`config.mk`:
```
export PLATFORM = sky130hd
export DESIGN_NAME = dtd_tap_detector
export DESIGN_NICKNAME = d
export VERILOG_FILES = /design/src/rtl/dtd_pkg.sv /design/src/rtl/dtd_axis_slope.sv /design/src/rtl/dtd_tap_detector.sv
export SDC_FILE = /design/constraint.sdc
export NUM_CORES = 1
export LEC_CHECK = 0
export BUFFER_PORTS_ARGS = -buffer_cell sky130_fd_sc_hd__clkbuf_2
export CAP_MARGIN = 5
export CORE_UTILIZATION = 45
export CTS_CLUSTER_SIZE = 24
export DETAILED_ROUTE_END_ITERATION = 8
export PLACE_DENSITY = 0.73
export SYNTH_ARGS = -nofsm -noshare
export SYNTH_HDL_FRONTEND = slang
export SYNTH_SLANG_ARGS = --single-unit
```
`constraint.sdc`:
```
create_clock -name hclk -period 9.8 [get_ports hclk]
set_clock_uncertainty 0.15 [all_clocks]
set_input_delay 0.98 -clock hclk [delete_from_list [all_inputs] [get_ports hclk]]
set_output_delay 0.98 -clock hclk [all_outputs]
set_load 0.02 [all_outputs]
```
`src/rtl/dtd_pkg.sv`:
```
// Purpose: Shared constants, types and helpers of the double tap detector
// Assumes: 100 MHz hclk, 14-bit signed acceleration samples
// Notes:   Register offsets are byte addresses on a 32-bit AHB-Lite bus
package dtd_pkg;

  // ----------------------------------------------------------------------
  // Data and timing
  // ----------------------------------------------------------------------
  localparam int ACC_W          = 14;
  localparam int GAP_W          = 12;
  localparam int TICK_W         = 17;
  localparam int CLK_PERIOD_NS  = 10;
  localparam int SHOCK_TIME_MS  = 50;
  localparam int SHOCK_UPDATES  = 120;
  // Update period in low noise mode, in hclk cycles (rounded down)
  localparam int UPD_CYCLES_LN  = (SHOCK_TIME_MS * 1000000) / (SHOCK_UPDATES * CLK_PERIOD_NS);
  localparam logic [GAP_W-1:0] SHOCK_LIMIT = GAP_W'(SHOCK_UPDATES);

  // ----------------------------------------------------------------------
  // Register map
  // ----------------------------------------------------------------------
  localparam logic [7:0] ADDR_CTRL     = 8'h00;
  localparam logic [7:0] ADDR_THRESH   = 8'h04;
  localparam logic [7:0] ADDR_STATUS   = 8'h08;
  localparam logic [7:0] ADDR_INT_STAT = 8'h0c;
  localparam logic [7:0] ADDR_INT_MASK = 8'h10;
  localparam logic [7:0] ADDR_CMD      = 8'h14;

  localparam int CTRL_W         = 13;
  localparam int CTRL_EN_BIT    = 0;
  localparam int CTRL_AXIS_LSB  = 1;
  localparam int CTRL_FILT_BIT  = 4;
  localparam int CTRL_DUR_LSB   = 5;
  localparam int CTRL_LP_BIT    = 8;
  localparam int CTRL_BAND_LSB  = 9;
  localparam int CTRL_LATCH_BIT = 12;
  localparam logic [CTRL_W-1:0] CTRL_RESET   = 13'h0000;
  localparam logic [ACC_W-1:0]  THRESH_RESET = 14'h0100;
  localparam logic [2:0]        MASK_RESET   = 3'h0;

  localparam int STAT_FIRST_BIT = 0;
  localparam int STAT_SIGN_LSB  = 1;
  localparam int STAT_CNT_LSB   = 8;

  localparam int INT_TAP_BIT    = 0;
  localparam int INT_FIRST_BIT  = 1;
  localparam int INT_EXPIRE_BIT = 2;
  localparam int CMD_CLR_BIT    = 0;

  typedef enum logic {ST_IDLE, ST_PEND} dtd_state_t;

  // Slope step factor n = 1200 / bandwidth
  function automatic logic [7:0] dtd_step_n(input logic [2:0] filter_bandwidth_code);
    case (filter_bandwidth_code)
      3'h0:    dtd_step_n = 8'h78;
      3'h1:    dtd_step_n = 8'h3c;
      3'h2:    dtd_step_n = 8'h1e;
      3'h3:    dtd_step_n = 8'h10;
      3'h4:    dtd_step_n = 8'h08;
      3'h5:    dtd_step_n = 8'h04;
      3'h6:    dtd_step_n = 8'h02;
      default: dtd_step_n = 8'h01;
    endcase
  endfunction

  // Longest gap between the two slopes, in update periods
  function automatic logic [GAP_W-1:0] dtd_dur_updates(input logic [2:0] code);
    case (code)
      3'h0:    dtd_dur_updates = 12'h078;
      3'h1:    dtd_dur_updates = 12'h0b4;
      3'h2:    dtd_dur_updates = 12'h0f0;
      3'h3:    dtd_dur_updates = 12'h168;
      3'h4:    dtd_dur_updates = 12'h258;
      3'h5:    dtd_dur_updates = 12'h4b0;
      3'h6:    dtd_dur_updates = 12'h708;
      default: dtd_dur_updates = 12'h960;
    endcase
  endfunction

endpackage

```
`src/rtl/dtd_axis_slope.sv`:
```
// Purpose: Slope criterion of one axis against the tap threshold
// Assumes: tick marks one update period; samples stable at tick
// Notes:   hit is a one-cycle pulse when the criterion becomes set
`timescale 1ns/1ps
`default_nettype none
module dtd_axis_slope
  import dtd_pkg::*;
(
  input  wire logic             hclk,
  input  wire logic             hresetn,
  input  wire logic             tick,
  input  wire logic [ACC_W-1:0] acc_raw,
  input  wire logic [ACC_W-1:0] acc_filt,
  input  wire logic             filt_sel,
  input  wire logic [7:0]       step_n,
  input  wire logic [ACC_W-1:0] tap_slope_threshold,
  output logic                  hit,
  output logic                  slope_neg
);

  logic [ACC_W-1:0] ref_r;
  logic [7:0]       step_r;
  logic             crit_r;
  logic             hit_r;
  logic             neg_r;
  logic [ACC_W-1:0] cur;
  logic [ACC_W:0]   diff;
  logic [ACC_W:0]   mag;
  logic             eval;

  always_comb
  begin
    cur  = filt_sel ? acc_filt : acc_raw;
    diff = {cur[ACC_W-1], cur} - {ref_r[ACC_W-1], ref_r};
    mag  = diff[ACC_W] ? (ACC_W+1)'(-diff) : diff;
    eval = tick && (step_r == 8'h00);
  end

  // ----------------------------------------------------------------------
  // Slope over n update periods
  // ----------------------------------------------------------------------
  always_ff @(posedge hclk or negedge hresetn)
  begin
    if (!hresetn)
    begin
      ref_r  <= '0;
      step_r <= 8'h00;
      crit_r <= 1'b0;
      hit_r  <= 1'b0;
      neg_r  <= 1'b0;
    end
    else
    begin
      hit_r <= 1'b0;
      if (eval)
      begin
        ref_r  <= cur;
        step_r <= step_n - 8'h01;
        crit_r <= mag > {1'b0, tap_slope_threshold};
        // Only the rising edge of the criterion counts as a slope
        hit_r  <= (mag > {1'b0, tap_slope_threshold}) && !crit_r;
        neg_r  <= diff[ACC_W];
      end
      else if (tick)
      begin
        // Shrinking n takes effect without waiting out a long old step
        step_r <= (step_r >= step_n) ? step_n - 8'h01 : step_r - 8'h01;
      end
    end
  end

  assign hit       = hit_r;
  assign slope_neg = neg_r;

endmodule
`default_nettype wire

```
`src/rtl/dtd_tap_detector.sv`:
```
// Purpose: Double tap detector with AHB-Lite register slave
// Assumes: Acceleration buses come from logic on hclk; zero-wait slave
// Notes:   All gaps are counted in update periods made from hclk
`timescale 1ns/1ps
`default_nettype none
// Behaviour
// - The tap pin rises only while the tap interrupt enable is set.
// - A slope counts when its magnitude exceeds the unsigned tap threshold.
// - Each axis has an enable and only enabled axes feed the detector.
// - With filter select set, slopes use filtered data over n = 1200/bandwidth.
// - With filter select clear, slopes use raw data with n equal to one.
// - Duration codes 0 to 7 give 120,180,240,360,600,1200,1800,2400 updates.
// - Low power mode halves the update period so code 0 spans 25 ms instead of 50.
// - A second slope inside the shock blanking window raises nothing.
// - Each cycle with a rise of the tap threshold criterion on any enabled axis counts one slope.
// - The first slope sets first-tap, and a later one after 120 updates and before the limit fires.
// - First-tap clears on disable, on expiry of the duration, or on a fired tap.
// - Sign flags of the firing tap update only for enabled axes.
// - Enabled axes are OR-ed, so the two slopes may come from different axes.
// - A sequence starts with the first slope on any enabled axis when none is pending.
// - A clear command drops the tap pin only when latched and raised, else it is ignored.
module dtd_tap_detector
  import dtd_pkg::*;
#(
  parameter int unsigned UPD_CYCLES = UPD_CYCLES_LN
)
(
  input  wire logic             hclk,
  input  wire logic             hresetn,
  input  wire logic             hsel,
  input  wire logic [31:0]      haddr,
  input  wire logic [1:0]       htrans,
  input  wire logic             hwrite,
  input  wire logic [2:0]       hsize,
  input  wire logic [31:0]      hwdata,
  input  wire logic             hready,
  output logic                  hreadyout,
  output logic                  hresp,
  output logic [31:0]           hrdata,
  input  wire logic [ACC_W-1:0] acc_raw_x,
  input  wire logic [ACC_W-1:0] acc_raw_y,
  input  wire logic [ACC_W-1:0] acc_raw_z,
  input  wire logic [ACC_W-1:0] acc_filt_x,
  input  wire logic [ACC_W-1:0] acc_filt_y,
  input  wire logic [ACC_W-1:0] acc_filt_z,
  output logic                  tap_int,
  output logic                  irq
);

  // ----------------------------------------------------------------------
  // Bus slave
  // ----------------------------------------------------------------------
  logic              ap_valid_r;
  logic              ap_write_r;
  logic [7:0]        ap_addr_r;
  logic [31:0]       hrdata_r;
  logic [31:0]       rd_val;
  logic              addr_ok;
  logic              rd_take;
  logic              wr_en;

  logic [CTRL_W-1:0] ctrl_r;
  logic [ACC_W-1:0]  thresh_r;
  logic [2:0]        mask_r;
  logic [2:0]        int_stat_r;
  logic [2:0]        sign_r;
  logic [7:0]        slope_cnt_r;
  dtd_state_t        state_r;
  logic [GAP_W-1:0]  gap_r;
  logic              tap_int_r;

  assign addr_ok = hsel && htrans[1] && hready;
  assign rd_take = addr_ok && !hwrite;
  assign wr_en   = ap_valid_r && ap_write_r;

  always_ff @(posedge hclk or negedge hresetn)
  begin
    if (!hresetn)
    begin
      ap_valid_r <= 1'b0;
      ap_write_r <= 1'b0;
      ap_addr_r  <= 8'h00;
    end
    else
    begin
      ap_valid_r <= addr_ok;
      ap_write_r <= hwrite;
      ap_addr_r  <= haddr[7:0];
    end
  end

  always_comb
  begin
    rd_val = 32'h0000_0000;
    if (haddr[31:8] == 24'h00_0000)
    begin
      case (haddr[7:0])
        ADDR_CTRL:     rd_val[CTRL_W-1:0] = ctrl_r;
        ADDR_THRESH:   rd_val[ACC_W-1:0]  = thresh_r;
        ADDR_STATUS:
        begin
          rd_val[STAT_FIRST_BIT]                 = (state_r == ST_PEND);
          rd_val[STAT_SIGN_LSB +: 3]             = sign_r;
          rd_val[STAT_CNT_LSB +: 8]              = slope_cnt_r;
        end
        ADDR_INT_STAT: rd_val[2:0] = int_stat_r;
        ADDR_INT_MASK: rd_val[2:0] = mask_r;
        default:       rd_val = 32'h0000_0000;
      endcase
    end
  end

  // Read data is sampled in the address phase, so a write just before
  // a read of the same register is seen one transfer late.
  always_ff @(posedge hclk or negedge hresetn)
  begin
    if (!hresetn)
      hrdata_r <= 32'h0000_0000;
    else if (rd_take)
      hrdata_r <= rd_val;
  end

  assign hreadyout = 1'b1;
  assign hresp     = 1'b0;
  assign hrdata    = hrdata_r;

  always_ff @(posedge hclk or negedge hresetn)
  begin
    if (!hresetn)
    begin
      ctrl_r   <= CTRL_RESET;
      thresh_r <= THRESH_RESET;
      mask_r   <= MASK_RESET;
    end
    else if (wr_en)
    begin
      case (ap_addr_r)
        ADDR_CTRL:     ctrl_r   <= hwdata[CTRL_W-1:0];
        ADDR_THRESH:   thresh_r <= hwdata[ACC_W-1:0];
        ADDR_INT_MASK: mask_r   <= hwdata[2:0];
        default:       ctrl_r   <= ctrl_r;
      endcase
    end
  end

  // ----------------------------------------------------------------------
  // Control decode
  // ----------------------------------------------------------------------
  logic             tap_en;
  logic [2:0]       axis_en;
  logic             filt_sel;
  logic             low_power;
  logic             latch_en;
  logic [GAP_W-1:0] dur_lim;
  logic [7:0]       step_n;

  assign tap_en    = ctrl_r[CTRL_EN_BIT];
  assign axis_en   = ctrl_r[CTRL_AXIS_LSB +: 3];
  assign filt_sel  = ctrl_r[CTRL_FILT_BIT];
  assign low_power = ctrl_r[CTRL_LP_BIT];
  assign latch_en  = ctrl_r[CTRL_LATCH_BIT];
  assign dur_lim   = dtd_dur_updates(ctrl_r[CTRL_DUR_LSB +: 3]);
  assign step_n    = filt_sel ? dtd_step_n(ctrl_r[CTRL_BAND_LSB +: 3]) : 8'h01;

  // ----------------------------------------------------------------------
  // Update period
  // ----------------------------------------------------------------------
  logic [TICK_W-1:0] tick_cnt_r;
  logic [TICK_W-1:0] tick_lim;
  logic              tick;

  // Low power runs the update clock twice as fast
  assign tick_lim = low_power ? TICK_W'(UPD_CYCLES / 2) : TICK_W'(UPD_CYCLES);
  assign tick     = (tick_cnt_r >= tick_lim - TICK_W'(1));

  always_ff @(posedge hclk or negedge hresetn)
  begin
    if (!hresetn)
      tick_cnt_r <= '0;
    else if (tick)
      tick_cnt_r <= '0;
    else
      tick_cnt_r <= tick_cnt_r + TICK_W'(1);
  end

  // ----------------------------------------------------------------------
  // Axis slopes
  // ----------------------------------------------------------------------
  logic [ACC_W-1:0] acc_raw  [3];
  logic [ACC_W-1:0] acc_filt [3];
  logic [2:0]       axis_hit;
  logic [2:0]       axis_neg;
  logic             slope_any;

  assign acc_raw  = '{acc_raw_x, acc_raw_y, acc_raw_z};
  assign acc_filt = '{acc_filt_x, acc_filt_y, acc_filt_z};

  for (genvar i = 0; i < 3; i++)
  begin : g_axis
    dtd_axis_slope u_slope (
      .hclk                (hclk),
      .hresetn             (hresetn),
      .tick                (tick),
      .acc_raw             (acc_raw[i]),
      .acc_filt            (acc_filt[i]),
      .filt_sel            (filt_sel),
      .step_n              (step_n),
      .tap_slope_threshold (thresh_r),
      .hit                 (axis_hit[i]),
      .slope_neg           (axis_neg[i])
    );
  end

  assign slope_any = |(axis_hit & axis_en);

  // ----------------------------------------------------------------------
  // Tap sequence
  // ----------------------------------------------------------------------
  logic fire;
  logic start;
  logic expire;
  logic clr_ok;

  assign start  = tap_en && (state_r == ST_IDLE) && slope_any;
  assign fire   = tap_en && (state_r == ST_PEND) && slope_any
                  && (gap_r >= SHOCK_LIMIT) && (gap_r < dur_lim);
  assign expire = tap_en && (state_r == ST_PEND) && tick && !fire
                  && (gap_r >= dur_lim - GAP_W'(1));

  always_ff @(posedge hclk or negedge hresetn)
  begin
    if (!hresetn)
    begin
      state_r <= ST_IDLE;
      gap_r   <= '0;
    end
    else
    begin
      case (state_r)
        ST_IDLE:
        begin
          gap_r <= '0;
          if (start)
            state_r <= ST_PEND;
        end
        ST_PEND:
        begin
          if (!tap_en || fire || expire)
            state_r <= ST_IDLE;
          else if (tick)
            gap_r <= gap_r + GAP_W'(1);
        end
        default: state_r <= ST_IDLE;
      endcase
    end
  end

  always_ff @(posedge hclk or negedge hresetn)
  begin
    if (!hresetn)
      slope_cnt_r <= 8'h00;
    else if (slope_any)
      slope_cnt_r <= slope_cnt_r + 8'h01;
  end

  always_ff @(posedge hclk or negedge hresetn)
  begin
    if (!hresetn)
      sign_r <= 3'h0;
    else if (fire)
      sign_r <= (sign_r & ~axis_en) | (axis_neg & axis_en);
  end

  // Clear command only counts against a latched, raised pin
  assign clr_ok = wr_en && (ap_addr_r == ADDR_CMD) && hwdata[CMD_CLR_BIT]
                  && latch_en && tap_int_r;

  always_ff @(posedge hclk or negedge hresetn)
  begin
    if (!hresetn)
      tap_int_r <= 1'b0;
    else if (fire)
      tap_int_r <= 1'b1;
    else if (clr_ok || (!latch_en && tick))
      tap_int_r <= 1'b0;
  end

  assign tap_int = tap_int_r;

  // ----------------------------------------------------------------------
  // Event status and interrupt line
  // ----------------------------------------------------------------------
  logic [2:0] ev;
  logic [2:0] rd_clr;

  assign ev     = {expire, start, fire};
  assign rd_clr = (rd_take && haddr == {24'h00_0000, ADDR_INT_STAT}) ? 3'h7 : 3'h0;

  always_ff @(posedge hclk or negedge hresetn)
  begin
    if (!hresetn)
      int_stat_r <= 3'h0;
    else
      int_stat_r <= (int_stat_r & ~rd_clr) | ev;
  end

  assign irq = |(int_stat_r & mask_r);

  // ----------------------------------------------------------------------
  // Checks
  // ----------------------------------------------------------------------
  chk_pin_needs_en: assert property (
    @(posedge hclk) disable iff (!hresetn)
    $rose(tap_int_r) |-> $past(tap_en))
    else $error("tap pin rose while tap detection disabled");

  chk_shock_blank: assert property (
    @(posedge hclk) disable iff (!hresetn)
    $rose(tap_int_r) |-> $past(gap_r) >= SHOCK_LIMIT)
    else $error("tap fired inside shock window");

  chk_dur_limit: assert property (
    @(posedge hclk) disable iff (!hresetn)
    $rose(tap_int_r) |-> $past(gap_r) < $past(dur_lim))
    else $error("tap fired after duration limit");

  chk_first_start: assert property (
    @(posedge hclk) disable iff (!hresetn)
    (state_r == ST_IDLE && tap_en && slope_any) |=> state_r == ST_PEND)
    else $error("first slope did not open a sequence");

  chk_first_clear: assert property (
    @(posedge hclk) disable iff (!hresetn)
    (fire || !tap_en) |=> state_r == ST_IDLE)
    else $error("first-tap stayed set after fire or disable");

  chk_slope_count: assert property (
    @(posedge hclk) disable iff (!hresetn)
    slope_any |=> slope_cnt_r == $past(slope_cnt_r) + 8'h01)
    else $error("slope counter missed a slope");

  chk_sign_hold: assert property (
    @(posedge hclk) disable iff (!hresetn)
    !fire |=> $stable(sign_r))
    else $error("sign flags changed without a tap");

  chk_clear_latched: assert property (
    @(posedge hclk) disable iff (!hresetn)
    (clr_ok && !fire) |=> !tap_int_r ##1 (!tap_int_r || $past(fire)))
    else $error("accepted clear did not drop the tap pin");

  chk_latch_holds: assert property (
    @(posedge hclk) disable iff (!hresetn)
    (tap_int_r && latch_en && !clr_ok && $stable(latch_en)) |=> tap_int_r)
    else $error("latched tap pin dropped without a clear");

  chk_gap_window: assert property (
    @(posedge hclk) disable iff (!hresetn)
    (state_r == ST_PEND && tap_en && tick && !fire && gap_r < dur_lim - GAP_W'(1))
      |=> state_r == ST_PEND && gap_r == $past(gap_r) + GAP_W'(1))
    else $error("gap counter did not advance inside window");

endmodule
`default_nettype wire

```
==> flow_summary.json, run 1 <==
{
  "vias": 11500,
  "final_antenna_net_count": 0,
  "cts.sinks": 176,
  "max_slew_margin_pct": 24.7,
  "detail_route.first_pass.iterations": 6,
  "rsz0062_at_grt": "false",
  "setup_viol": 0,
  "start_kind": "flop",
  "reg2reg_slack_ns": 4.10,
  "portBuffers": 153,
  "place_congestion": 0.828,
  "clk_pin_slew_ns": 0.07,
  "drv_cap": 0,
  "multi_input_area_mm2": 0.00863,
  "synth_cell_types": 75,
  "rr_worst_depth": 21,
  "critPathCapture": "g_axis[2].u_slope.hit$_DFF_PN0_",
  "clk_latency_ns": 0.45,
  "cp.arrival_ns": 5.89,
  "io_pins": 194,
  "tightest_slew_ns": 1.13,
  "required_ns": 9.99,
  "clock-root-buffer": "clkbuf_16",
  "drc": 0,
  "n_fill_cell": 2745,
  "die_h_um": 176,
  "drv_slew": 0,
  "yosysWarnings": 0,
  "grt-ovfl-total": 0,
  "power_density_mw_per_mm2": 126,
  "async_flop_share_pct": 100,
  "track_usage_pct": 20.9,
  "wl_per_cell_um": 15.4,
  "hpwl_um": 23900,
  "synth_cells": 1531,
  "drive_above_1_share_pct": 17.5,
  "endpoint_kind": "flop",
  "initial_core_util_pct": 46.0,
  "wl_um": 31800,
  "peakVddDrop_mv": 0.112,
  "cts_hold_buf": 0,
  "synth.avg_cell_area_um2": 8.92,
  "grt_pass1_vias": 11000,
  "fin_tns_setup_ns": 0,
  "r2r-end": "g_axis[2].u_slope.hit$_DFF_PN0_",
  "cts_tree": "built",
  "syn2layout_area_growth_pct": 12.1,
  "cts_buffers": 17,
  "clk_path_buf_depth": 2,
  "hold_class": "reg2reg",
  "crit_path_start": "ctrl_r[4]$_DFFE_PN0P_",
  "diodes": 0,
  "grt_max_degree": 102,
  "status": "completed",
  "ys_seq_elements": 176,
  "htreeDepth": 4,
  "crit_type": "reg2reg",
  "drt-initial-drc-count": 631,
  "die_w_um": 176,
  "period_needed_ns": 5.70,
  "post_cts_resized": 0,
  "grt_pass1_wl_um": 52700,
  "rr_startpoint": "ctrl_r[4]$_DFFE_PN0P_",
  "coreArea_mm2": 0.0297,
  "viasPerCell": 5.60,
  "antenna_found_initial": 0,
  "fmax_ghz": 0.175,
  "cts_setup_buffers": 0,
  "seq_area_frac_synth_pct": 32.2,
  "netlist_area_mm2": 0.0137,
  "core.rowCount": 63,
  "timing.final.hold_violations": 0,
  "final_nets": 1964,
  "fin_cells": 2060,
  "regArea_mm2": 0.00441,
  "p_leak_nw": 7.47,
  "place_inst": 2028,
  "die_area_mm2": 0.0311,
  "synth-edff-count": 0,
  "ys.flop_type": "dfrtp_1",
  "path_max_fanout": 51,
  "post-route-period-util_pct": 58.2,
  "fin_total_pwr_mw": 1.92
}
-- Yosys cell counts, types with 5 or more instances --
cell | instances | area (µm²)
dfrtp_1 | 175 | 4380
ha_1 | 146 | 1830
nor2_1 | 146 | 548
a21oi_1 | 111 | 556
nand2_1 | 109 | 409
inv_1 | 101 | 379
o21ai_0 | 82 | 410
mux2_2 | 80 | 901
xnor2_1 | 51 | 447
clkbuf_1 | 45 | 169
xor2_1 | 39 | 342
mux2i_1 | 33 | 330
nand3_1 | 28 | 140
nor3_1 | 28 | 140
and3_1 | 27 | 169
nand2b_1 | 27 | 169
o21a_1 | 23 | 173
a21o_1 | 22 | 165
nand4_1 | 21 | 131
nor2b_1 | 21 | 131
a31oi_1 | 18 | 113
buf_4 | 18 | 135
nor4_1 | 17 | 106
a22o_1 | 15 | 131
or3_1 | 10 | 62.6
a211oi_1 | 9 | 67.6
and2_1 | 8 | 50.1
a211o_1 | 7 | 61.3
o211ai_1 | 7 | 52.6
o311ai_0 | 7 | 61.3
or2_2 | 7 | 43.8
and4_1 | 5 | 43.8
o31ai_1 | 5 | 37.5
-- critical path: stages, from the launching register on --
cell and delay, ns:
dfrtp_2 0.34, buf_4 0.55, mux2i_1 0.46, ha_1 0.25, inv_1 0.06, fa_1 0.43, a211o_1 0.34, a21oi_1 0.12
o311ai_0 0.17, or3_1 0.43, nor4_1 0.30, and2_1 0.23, a21oi_1 0.09, xnor2_1 0.14, ha_1 0.29, and4_1 0.19
a21oi_1 0.07, and3_1 0.18, a221o_1 0.31, a21oi_1 0.14, a31oi_1 0.09, nor3_1 0.22
-- sequential cells by signal, indices dropped and copies added (netlist names), named ones only --
name / cells
g_axis.u_slope.ref_r: 42
g_axis.u_slope.step_r: 24
tick_cnt_r: 17
hrdata: 16
thresh_r: 14
ctrl_r: 13
gap_r: 12
ap_addr_r: 8
slope_cnt_r: 8
g_axis.u_slope.crit_r: 3
g_axis.u_slope.hit: 3
g_axis.u_slope.slope_neg: 3
int_stat_r: 3
mask_r: 3
ap_valid_r: 1
ap_write_r: 1
state_r: 1
tap_int: 1
-- worst min-delay path by stage --
stage | to | cells past startpoint | startpoint | slack [ns]
detailed placement | g_axis[0].u_slope.hit$_DFF_PN0_ | 1 | g_axis[0].u_slope.crit_r$_DFFE_PN0P_ | 0.29
global route | g_axis[2].u_slope.hit$_DFF_PN0_ | 1 | g_axis[2].u_slope.crit_r$_DFFE_PN0P_ | 0.31
global placement | g_axis[0].u_slope.hit$_DFF_PN0_ | 1 | g_axis[0].u_slope.crit_r$_DFFE_PN0P_ | 0.27
finish | g_axis[2].u_slope.hit$_DFF_PN0_ | 1 | g_axis[2].u_slope.crit_r$_DFFE_PN0P_ | 0.30
floorplan | g_axis[0].u_slope.hit$_DFF_PN0_ | 1 | g_axis[0].u_slope.crit_r$_DFFE_PN0P_ | 0.26
CTS | g_axis[2].u_slope.hit$_DFF_PN0_ | 1 | g_axis[2].u_slope.crit_r$_DFFE_PN0P_ | 0.30
-- cell usage in the layout (no fill, tap or decap), drive strengths merged, types with 5 or more instances in the layout --
cell / Yosys / final
nand2: 109 / 109
xnor2: 51 / 51
a22o: 15 / 15
or3: 10 / 10
o21a: 23 / 23
o21ai: 83 / 83
and4: 5 / 5
a211oi: 9 / 9
dfrtp: 175 / 175
nor2: 146 / 146
a211o: 7 / 7
buf: 23 / 7
and3: 27 / 27
and2: 9 / 9
nor4: 17 / 17
o311ai: 7 / 7
or2: 7 / 7
inv: 101 / 108
nand4: 21 / 21
mux2: 80 / 80
o211ai: 7 / 7
nor2b: 21 / 21
a31oi: 18 / 18
clkbuf: 45 / 170
nor3: 28 / 28
mux2i: 33 / 33
nand3: 28 / 28
ha: 146 / 146
a21o: 22 / 22
clkinv: 0 / 7
nand2b: 27 / 27
xor2: 39 / 39
conb: 2 / 18
o31ai: 5 / 5
a21oi: 112 / 112
-- kinds of logic (layout without fill, tap and decap cells) --
family	Yosys count	after routing	synth area share, %
xor gates and xnor gates	90	90	5.77
and+or+nand+nor	472	472	16.9
other	2	18	0.0550
DFF	176	176	32.2
adders and majority gates	149	149	13.8
muxes	116	116	9.51
buffers and inverters	169	292	5.15
AOI/OAI and AO/OA	357	357	16.6
-- per-layer routing --
metal  wire length (µm)  vias to the layer above  GRT usage, %
met3               1490                       47          3.01
met1              14300                     5514          26.7
li1                   -                     5703             -
met4                664                        0          7.03
met2              15400                      270          36.0
met5                  0                        -             0
-- through the flow --
step | cell area, µm² | hold slack [ns] | utilization [%] | worst slack [ns]
global route | 15300 | 0.308 | 51.5 | 3.56
CTS | 15300 | 0.304 | 51.5 | 4.12
floorplan | 13700 | 0.255 | - | 4.83
detailed placement | 14700 | 0.288 | 49.5 | 4.13
finish | 15300 | 0.302 | 51.5 | 4.10
global placement | 14700 | 0.269 | 49.5 | 4.17
-- where the power goes --
| group | switching (mW) | total (mW) | leakage, nW | internal (mW) |
|---|---|---|---|---|
| Combinational | 0.269 | 0.482 | 4.94 | 0.212 |
| Sequential | 0.00734 | 0.747 | 2.24 | 0.740 |
| Clock | 0.350 | 0.694 | 0.288 | 0.344 |
| Total | 0.627 | 1.92 | 7.47 | 1.30 |
-- layout make-up --
cell class | instances | area share (%)
timing repair buffer | 159 | 5.34
clock inverter | 14 | 1.06
inverter | 101 | 2.48
multi-input combinational | 1202 | 56.4
tap | 390 | 3.19
sequential | 176 | 28.8
clock buffer | 18 | 2.80
No activity file was read; power rests on OpenSTA's default activity.
==> run 2, diff against run 1 <==
--- a/config.mk
+++ b/config.mk
@@ -5,12 +5,13 @@
 export SDC_FILE = /design/constraint.sdc
 export NUM_CORES = 1
 export LEC_CHECK = 0
+export ABC_AREA = 1
 export BUFFER_PORTS_ARGS = -buffer_cell sky130_fd_sc_hd__clkbuf_2
 export CAP_MARGIN = 5
 export CORE_UTILIZATION = 45
 export CTS_CLUSTER_SIZE = 24
 export DETAILED_ROUTE_END_ITERATION = 8
-export PLACE_DENSITY = 0.73
+export PLACE_DENSITY = 0.75
 export SYNTH_ARGS = -nofsm -noshare
 export SYNTH_HDL_FRONTEND = slang
 export SYNTH_SLANG_ARGS = --single-unit
==> constraint.sdc (replaced) <==
create_clock -name hclk -period 5 [get_ports hclk]
set_clock_uncertainty 0.15 [all_clocks]
set_input_delay 0.5 -clock hclk [delete_from_list [all_inputs] [get_ports hclk]]
set_output_delay 0.5 -clock hclk [all_outputs]
set_load 0.02 [all_outputs]
==> run 2 against run 1 <==
The run now ends with negative hold slack left. Largest cell class unchanged. Clock power increased by 100%. Register-to-register slack worse by 3.7 ns. Critical path depth increased by 4. Global-route usage is 1.5 points higher. Routed wire length increased by 14%. Synthesized cell count increased by 39%. Area after synthesis grew 8.2%. Largest power group unchanged.
==> flow_summary.json, run 2 <==
{
  "htreeDepth": 4,
  "final_antenna_net_count": 0,
  "fin_total_pwr_mw": 3.30,
  "power_density_mw_per_mm2": 200,
  "antenna_found_initial": 0,
  "synth.avg_cell_area_um2": 6.96,
  "fin_util_pct": 50.7,
  "max_slew_margin_pct": 32.2,
  "fin_ws_ns": 0.390,
  "cp_slowest_stage_delay_ns": 0.55,
  "p_switching_mw": 1.02,
  "cts_tree": "built",
  "cpMostUsedCell": "nand2_1",
  "fin_tns_setup_ns": 0,
  "initial_core_util_pct": 45.6,
  "grt_max_degree": 94,
  "required_ns": 5.18,
  "endpoint_kind": "flop",
  "synth_cell_types": 60,
  "setup_viol": 0,
  "drc": 0,
  "fmax_ghz": 0.217,
  "synth.most_common_cell": "nand2_1",
  "p_leak_nw": 9.38,
  "cts_buffers": 17,
  "wl_um": 36300,
  "multi_input_area_mm2": 0.00888,
  "reg_top3": "g_axis.u_slope.ref_r: 42 flops, g_axis.u_slope.step_r: 24 flops, tick_cnt_r: 17 flops",
  "post-route-period-util_pct": 92.2,
  "pwr-share-comb_pct": 13.3,
  "grt-ovfl-total": 0,
  "peakVddDrop_mv": 0.239,
  "rsz0062_at_grt": "true",
  "synth-edff-count": 0,
  "ys.flop_type": "dfrtp_1",
  "tightest_slew_ns": 1.01,
  "clock-root-buffer": "clkbuf_16",
  "mostFrequentLayoutCells": "nand2_1 (648), inv_1 (296), dfrtp_1 (174)",
  "die_w_um": 183,
  "netlist_area_mm2": 0.0148,
  "layout_commonest_cell": "nand2_1",
  "period_needed_ns": 4.61,
  "portBuffers": 153,
  "async_flop_share_pct": 100,
  "path_max_fanout": 22,
  "place_congestion": 0.891,
  "hpwl_um": 27900,
  "drv_slew": 0,
  "timing.final.hold_violations": 31,
  "fin_cells": 2710,
  "post_dp_cell_area_mm2": 0.0158,
  "largest_reg_flops": 42,
  "detail_route.first_pass.iterations": 5,
  "hold_class": "in2async",
  "design_area_mm2": 0.0164,
  "ys_top_cells_by_count": "nand2_1 (649), inv_1 (296), dfrtp_1 (175)",
  "yosysWarnings": 0,
  "netSwitchingFraction_pct": 30.8,
  "drv_cap": 0,
  "worst_hold_slack_ns": -0.0348,
  "grt_pass1_wl_um": 61300,
  "violations": "negative hold slack",
  "die_h_um": 183,
  "coreArea_mm2": 0.0325,
  "cts.sinks": 176,
  "grt_pass1_vias": 12900,
  "power_frac_clock_pct": 43.1,
  "critPathBufInv": 5,
  "seq_area_frac_synth_pct": 29.8,
  "synth_top_area_share_pct": 29.6,
  "io_pins": 194,
  "status": "finished with violations",
  "n_fill_cell": 3133,
  "dpl_worst_slack_ns": 0.406,
  "final_nets": 2562,
  "core.rowCount": 66,
  "regArea_mm2": 0.00441,
  "viasPerCell": 5.11,
  "clk_pin_slew_ns": 0.08,
  "syn2layout_area_growth_pct": 11.2,
  "ys_seq_elements": 176,
  "clk_latency_ns": 0.46,
  "wl_per_cell_um": 13.4,
  "place_inst": 2678,
  "start_kind": "flop",
  "largest_register": "g_axis.u_slope.ref_r",
  "crit_path_top_delay_cell": "dfrtp_2",
  "drt-initial-drc-count": 880,
  "drive_above_1_share_pct": 11.7,
  "p_int_mw": 2.28,
  "clk_path_buf_depth": 2,
  "diodes": 0,
  "die_area_mm2": 0.0336,
  "crit_type": "reg2reg",
  "pwr-share-seq_pct": 43.6,
  "critical-path-top-delay-family": "simple AND/OR/NAND/NOR gates",
  "track_usage_pct": 22.4,
  "synth_cells": 2124,
  "yosysTopAreaCell": "dfrtp_1",
  "vias": 13900,
  "cp.arrival_ns": 4.79,
  "synthTopCellsByArea": "dfrtp_1 (30%), nand2_1 (16%), ha_1 (12%), inv_1 (7.5%), o21ai_0 (4.4%)",
  "cts_setup_buffers": 0
}
-- run 2: cell types whose count changed in the layout (fill, tap and decap cells not counted), sizes merged, moves of 73 or more --
cell / change
nand2: +555
inv: +212
o21ai: +73
mux2: -80
nand3: +74
-- run 2: cell families (layout without fill, tap and decap cells) --
group | count (synthesis) | after routing | share of synthesized area [%]
adders and majority gates | 149 | 149 | 12.8
AOI/OAI and AO/OA | 285 | 285 | 10.7
other | 2 | 18 | 0.0508
muxes | 3 | 3 | 0.203
DFF | 176 | 176 | 29.8
xor gates and xnor gates | 73 | 73 | 4.38
and+or+nand+nor | 1065 | 1065 | 31.5
buffers and inverters | 371 | 499 | 10.6
-- run 2: worst paths after layout --
kind | to | slack (ns) | start | depth (start not counted)
worst max register to register | g_axis[2].u_slope.crit_r$_DFFE_PN0P_ | 0.39 | ctrl_r[4]$_DFFE_PN0P_ | 25
worst min register to register | g_axis[0].u_slope.hit$_DFF_PN0_ | 0.28 | g_axis[0].u_slope.crit_r$_DFFE_PN0P_ | 1
worst max-delay path | g_axis[2].u_slope.crit_r$_DFFE_PN0P_ | 0.39 | ctrl_r[4]$_DFFE_PN0P_ | 25
max in group asynchronous | hrdata[8]$_DFFE_PN0P_ | 3.69 | hresetn | 2
min in group hclk | ap_write_r$_DFF_PN0_ | 0.01 | hwrite | 1
worst min-delay path | tick_cnt_r[2]$_DFF_PN0_ | -0.03 | hresetn | 1
-- run 2: layout make-up --
class	count	area share [%]
clock buffer	17	2.59
clock inverter	15	1.17
inverter	310	7.11
multi-input combinational	1593	54.0
sequential	176	26.8
tap	442	3.36
timing repair buffer	157	4.95
-- run 2: worst reg2reg max path, stage by stage (launching register included) --
cell and delay (ns):
dfrtp_2 0.55, inv_2 0.42, buf_4 0.33, nand2_1 0.08, nand2_1 0.09, ha_1 0.29
nand2_1 0.14, inv_1 0.05, a21oi_1 0.19, nand2_1 0.10, nand2_1 0.08, nand2_1 0.07
nand2_1 0.06, nand2_1 0.06, nand2_2 0.21, inv_2 0.11, nor2_1 0.13, xor2_1 0.15
inv_1 0.06, ha_1 0.29, nand4_1 0.09, or4_1 0.53, nand2_1 0.08, nand2_1 0.05
nand2_1 0.07, nand2_1 0.07
-- run 2: metal layers --
metal	GRT usage, %	part of all wire (%)	wire, µm	vias to the layer above
met1	29.4	46	16700	6388
met4	7.00	2.2	801	0
met3	3.02	4.4	1580	53
met5	0	0	0	-
li1	-	-	-	7093
met2	38.1	47	17100	323
-- run 2: power by group through the flow --
stage / Sequential (mW) / Combinational [mW] / Clock, mW
after floorplan: 1.46 / 0.294 / 0
after global placement: 1.46 / 0.423 / 0
after detailed placement: 1.46 / 0.437 / 0
after CTS: 1.44 / 0.442 / 1.44
after global routing: 1.44 / 0.505 / 1.50
final: 1.44 / 0.438 / 1.42
-- run 2: repair_timing --
item / CTS / global route
gates resized for setup: 0 / 1
setup endpoints to repair: 0 / 4
hold buffers: 0 / 0
==> run 3, diff against run 2 <==
--- a/config.mk
+++ b/config.mk
@@ -5,13 +5,13 @@
 export SDC_FILE = /design/constraint.sdc
 export NUM_CORES = 1
 export LEC_CHECK = 0
-export ABC_AREA = 1
+export ABC_AREA = 0
 export BUFFER_PORTS_ARGS = -buffer_cell sky130_fd_sc_hd__clkbuf_2
 export CAP_MARGIN = 5
 export CORE_UTILIZATION = 45
 export CTS_CLUSTER_SIZE = 24
 export DETAILED_ROUTE_END_ITERATION = 8
-export PLACE_DENSITY = 0.75
+export PLACE_DENSITY = 0.76
 export SYNTH_ARGS = -nofsm -noshare
 export SYNTH_HDL_FRONTEND = slang
 export SYNTH_SLANG_ARGS = --single-unit
==> run 3 against run 2 <==
The flow now finishes without violations. Fmax down 4.4%. Register-to-register slack worse by 0.21 ns. Cell count down 23%. Sequential power about the same. Critical endpoint is now g_axis[2].u_slope.hit$_DFF_PN0_. Highest routed layer unchanged.
==> flow_summary.json, run 3 (same netlist as run 1, synthesis figures left out) <==
{
  "worst_hold_slack_ns": 0.000602,
  "die_area_mm2": 0.0311,
  "grt-ovfl-total": 0,
  "p_leak_nw": 7.69,
  "netSwitchingFraction_pct": 32.0,
  "endpoint_kind": "flop",
  "pwr-share-comb_pct": 27.1,
  "wl_um": 32600,
  "drive_above_1_share_pct": 21.1,
  "rsz0062_at_grt": "true",
  "drv_slew": 0,
  "fin_ws_ns": 0.178,
  "power_density_mw_per_mm2": 244,
  "hpwl_um": 24600,
  "max_slew_margin_pct": 27.4,
  "fin_cells": 2099,
  "hold_class": "in2async",
  "grt_max_degree": 94,
  "io_pins": 194,
  "drv_cap": 0,
  "fin_tns_setup_ns": 0,
  "final_antenna_net_count": 0,
  "htreeDepth": 4,
  "diodes": 0,
  "initial_core_util_pct": 46.0,
  "dpl_worst_slack_ns": 0.00507,
  "clk_latency_ns": 0.45,
  "status": "completed",
  "n_fill_cell": 2641,
  "grt_pass1_vias": 11200,
  "layout_commonest_cell": "dfrtp_1",
  "reg_top3": "g_axis.u_slope.ref_r: 42 flops, g_axis.u_slope.step_r: 24 flops, tick_cnt_r: 17 flops",
  "timing.final.hold_violations": 0,
  "drc": 0,
  "largest_register": "g_axis.u_slope.ref_r",
  "die_h_um": 176,
  "clk_path_buf_depth": 2,
  "place_inst": 2062,
  "cts.sinks": 176,
  "pwr-share-seq_pct": 38.1,
  "crit_type": "reg2reg",
  "peakVddDrop_mv": 0.223,
  "cts_hold_buf": 0,
  "clock-root-buffer": "clkbuf_16",
  "syn2layout_area_growth_pct": 15.7,
  "setup_viol": 0,
  "track_usage_pct": 21.3,
  "vias": 11600,
  "p_switching_mw": 1.23,
  "core.rowCount": 63,
  "post-route-period-util_pct": 96.4,
  "wl_per_cell_um": 15.5,
  "cts_tree": "built",
  "required_ns": 5.22,
  "p_int_mw": 2.62,
  "detail_route.first_pass.iterations": 5,
  "coreArea_mm2": 0.0297,
  "fmax_ghz": 0.207,
  "power_frac_clock_pct": 34.9,
  "die_w_um": 176,
  "start_kind": "flop",
  "place_congestion": 0.906,
  "largest_reg_flops": 42,
  "mostFrequentLayoutCells": "dfrtp_1 (174), clkbuf_2 (152), nor2_1 (146)",
  "portBuffers": 153,
  "final_nets": 2003,
  "cp.arrival_ns": 5.04,
  "path_max_fanout": 5,
  "reg2reg_slack_ns": 0.18,
  "tightest_slew_ns": 1.09,
  "viasPerCell": 5.54,
  "antenna_found_initial": 0,
  "grt_pass1_wl_um": 53600,
  "clk_pin_slew_ns": 0.07,
  "cts_buffers": 17,
  "period_needed_ns": 4.82,
  "drt-initial-drc-count": 659
}
[run 3: cell types whose count changed in the layout (fill, tap and decap cells not counted), sizes merged, moves of 40 or more]
cell / change
mux2: +80
nand3: -74
inv: -215
nand2: -555
o21ai: -73
buf: +40
[run 3: path summary, 6_finish.rpt]
kind,from,end,cells after the start
setup / recovery,ctrl_r[4]$_DFFE_PN0P_,g_axis[2].u_slope.hit$_DFF_PN0_,21
max in group asynchronous,hresetn,g_axis[0].u_slope.ref_r[8]$_DFFE_PN0P_,2
hold / removal,hresetn,tick_cnt_r[12]$_DFF_PN0_,1
hold reg to reg,g_axis[0].u_slope.crit_r$_DFFE_PN0P_,g_axis[0].u_slope.hit$_DFF_PN0_,1
setup reg to reg,ctrl_r[4]$_DFFE_PN0P_,g_axis[2].u_slope.hit$_DFF_PN0_,21
min in group hclk,hwrite,ap_write_r$_DFF_PN0_,1
[run 3: per-layer routing]
layer  vias to the layer above  track usage (%)  wire length, µm
li1                       5771                -                -
met1                      5542             27.5            14700
met2                       275             36.7            16000
met3                        50             3.23             1470
met4                         0             5.76              517
met5                         -                0                0
[run 3: through the flow]
step / power (mW) / area, µm² / util [%]
detailed placement: 2.47 / 15000 / 50.4
floorplan: 2.19 / 13700 / -
CTS: 3.81 / 15500 / 52.3
global placement: 2.44 / 15000 / 50.4
global route: 4.05 / 15800 / 53.2
finish: 3.85 / 15800 / 53.2
[run 3: worst max-delay path, cell delays in order, from the launching register on]
cell	delay (ns)
dfrtp_2	0.51
mux2i_4	0.30
ha_2	0.22
inv_1	0.06
fa_2	0.35
buf_4	0.16
a21o_1	0.18
a211oi_2	0.20
a21oi_1	0.07
or3_4	0.43
nor3b_4	0.24
and3_4	0.23
nor2_1	0.05
xnor2_1	0.12
ha_1	0.31
and4_1	0.20
a21oi_1	0.07
and3_1	0.18
a221o_1	0.34
a21oi_2	0.13
a31oi_2	0.07
nor3_2	0.16
[run 3: power groups by stage]
stage / registers [mW] / logic [mW] / clock network [mW]
after floorplan: 1.49 / 0.705 / 0
after global placement: 1.49 / 0.944 / 0
after detailed placement: 1.49 / 0.981 / 0
after CTS: 1.47 / 0.990 / 1.36
after global routing: 1.47 / 1.17 / 1.42
final: 1.47 / 1.04 / 1.34
[run 3: area by class of cell]
cell class | count | area [µm²] | area share [%]
multi-input cells | 1202 | 8810 | 55.7
flip-flops and latches | 176 | 4410 | 27.9
clock inverters | 12 | 133 | 0.839
well taps | 390 | 488 | 3.09
repair buffers | 198 | 1150 | 7.29
inverters | 101 | 379 | 2.40
clock buffers | 20 | 437 | 2.76
[run 3: repair_timing]
action,CTS,global route
buffers inserted,0,4
resized for setup,1,48
pin swaps,0,10
gates cloned,0,1
endpoints found under the setup margin,2,6
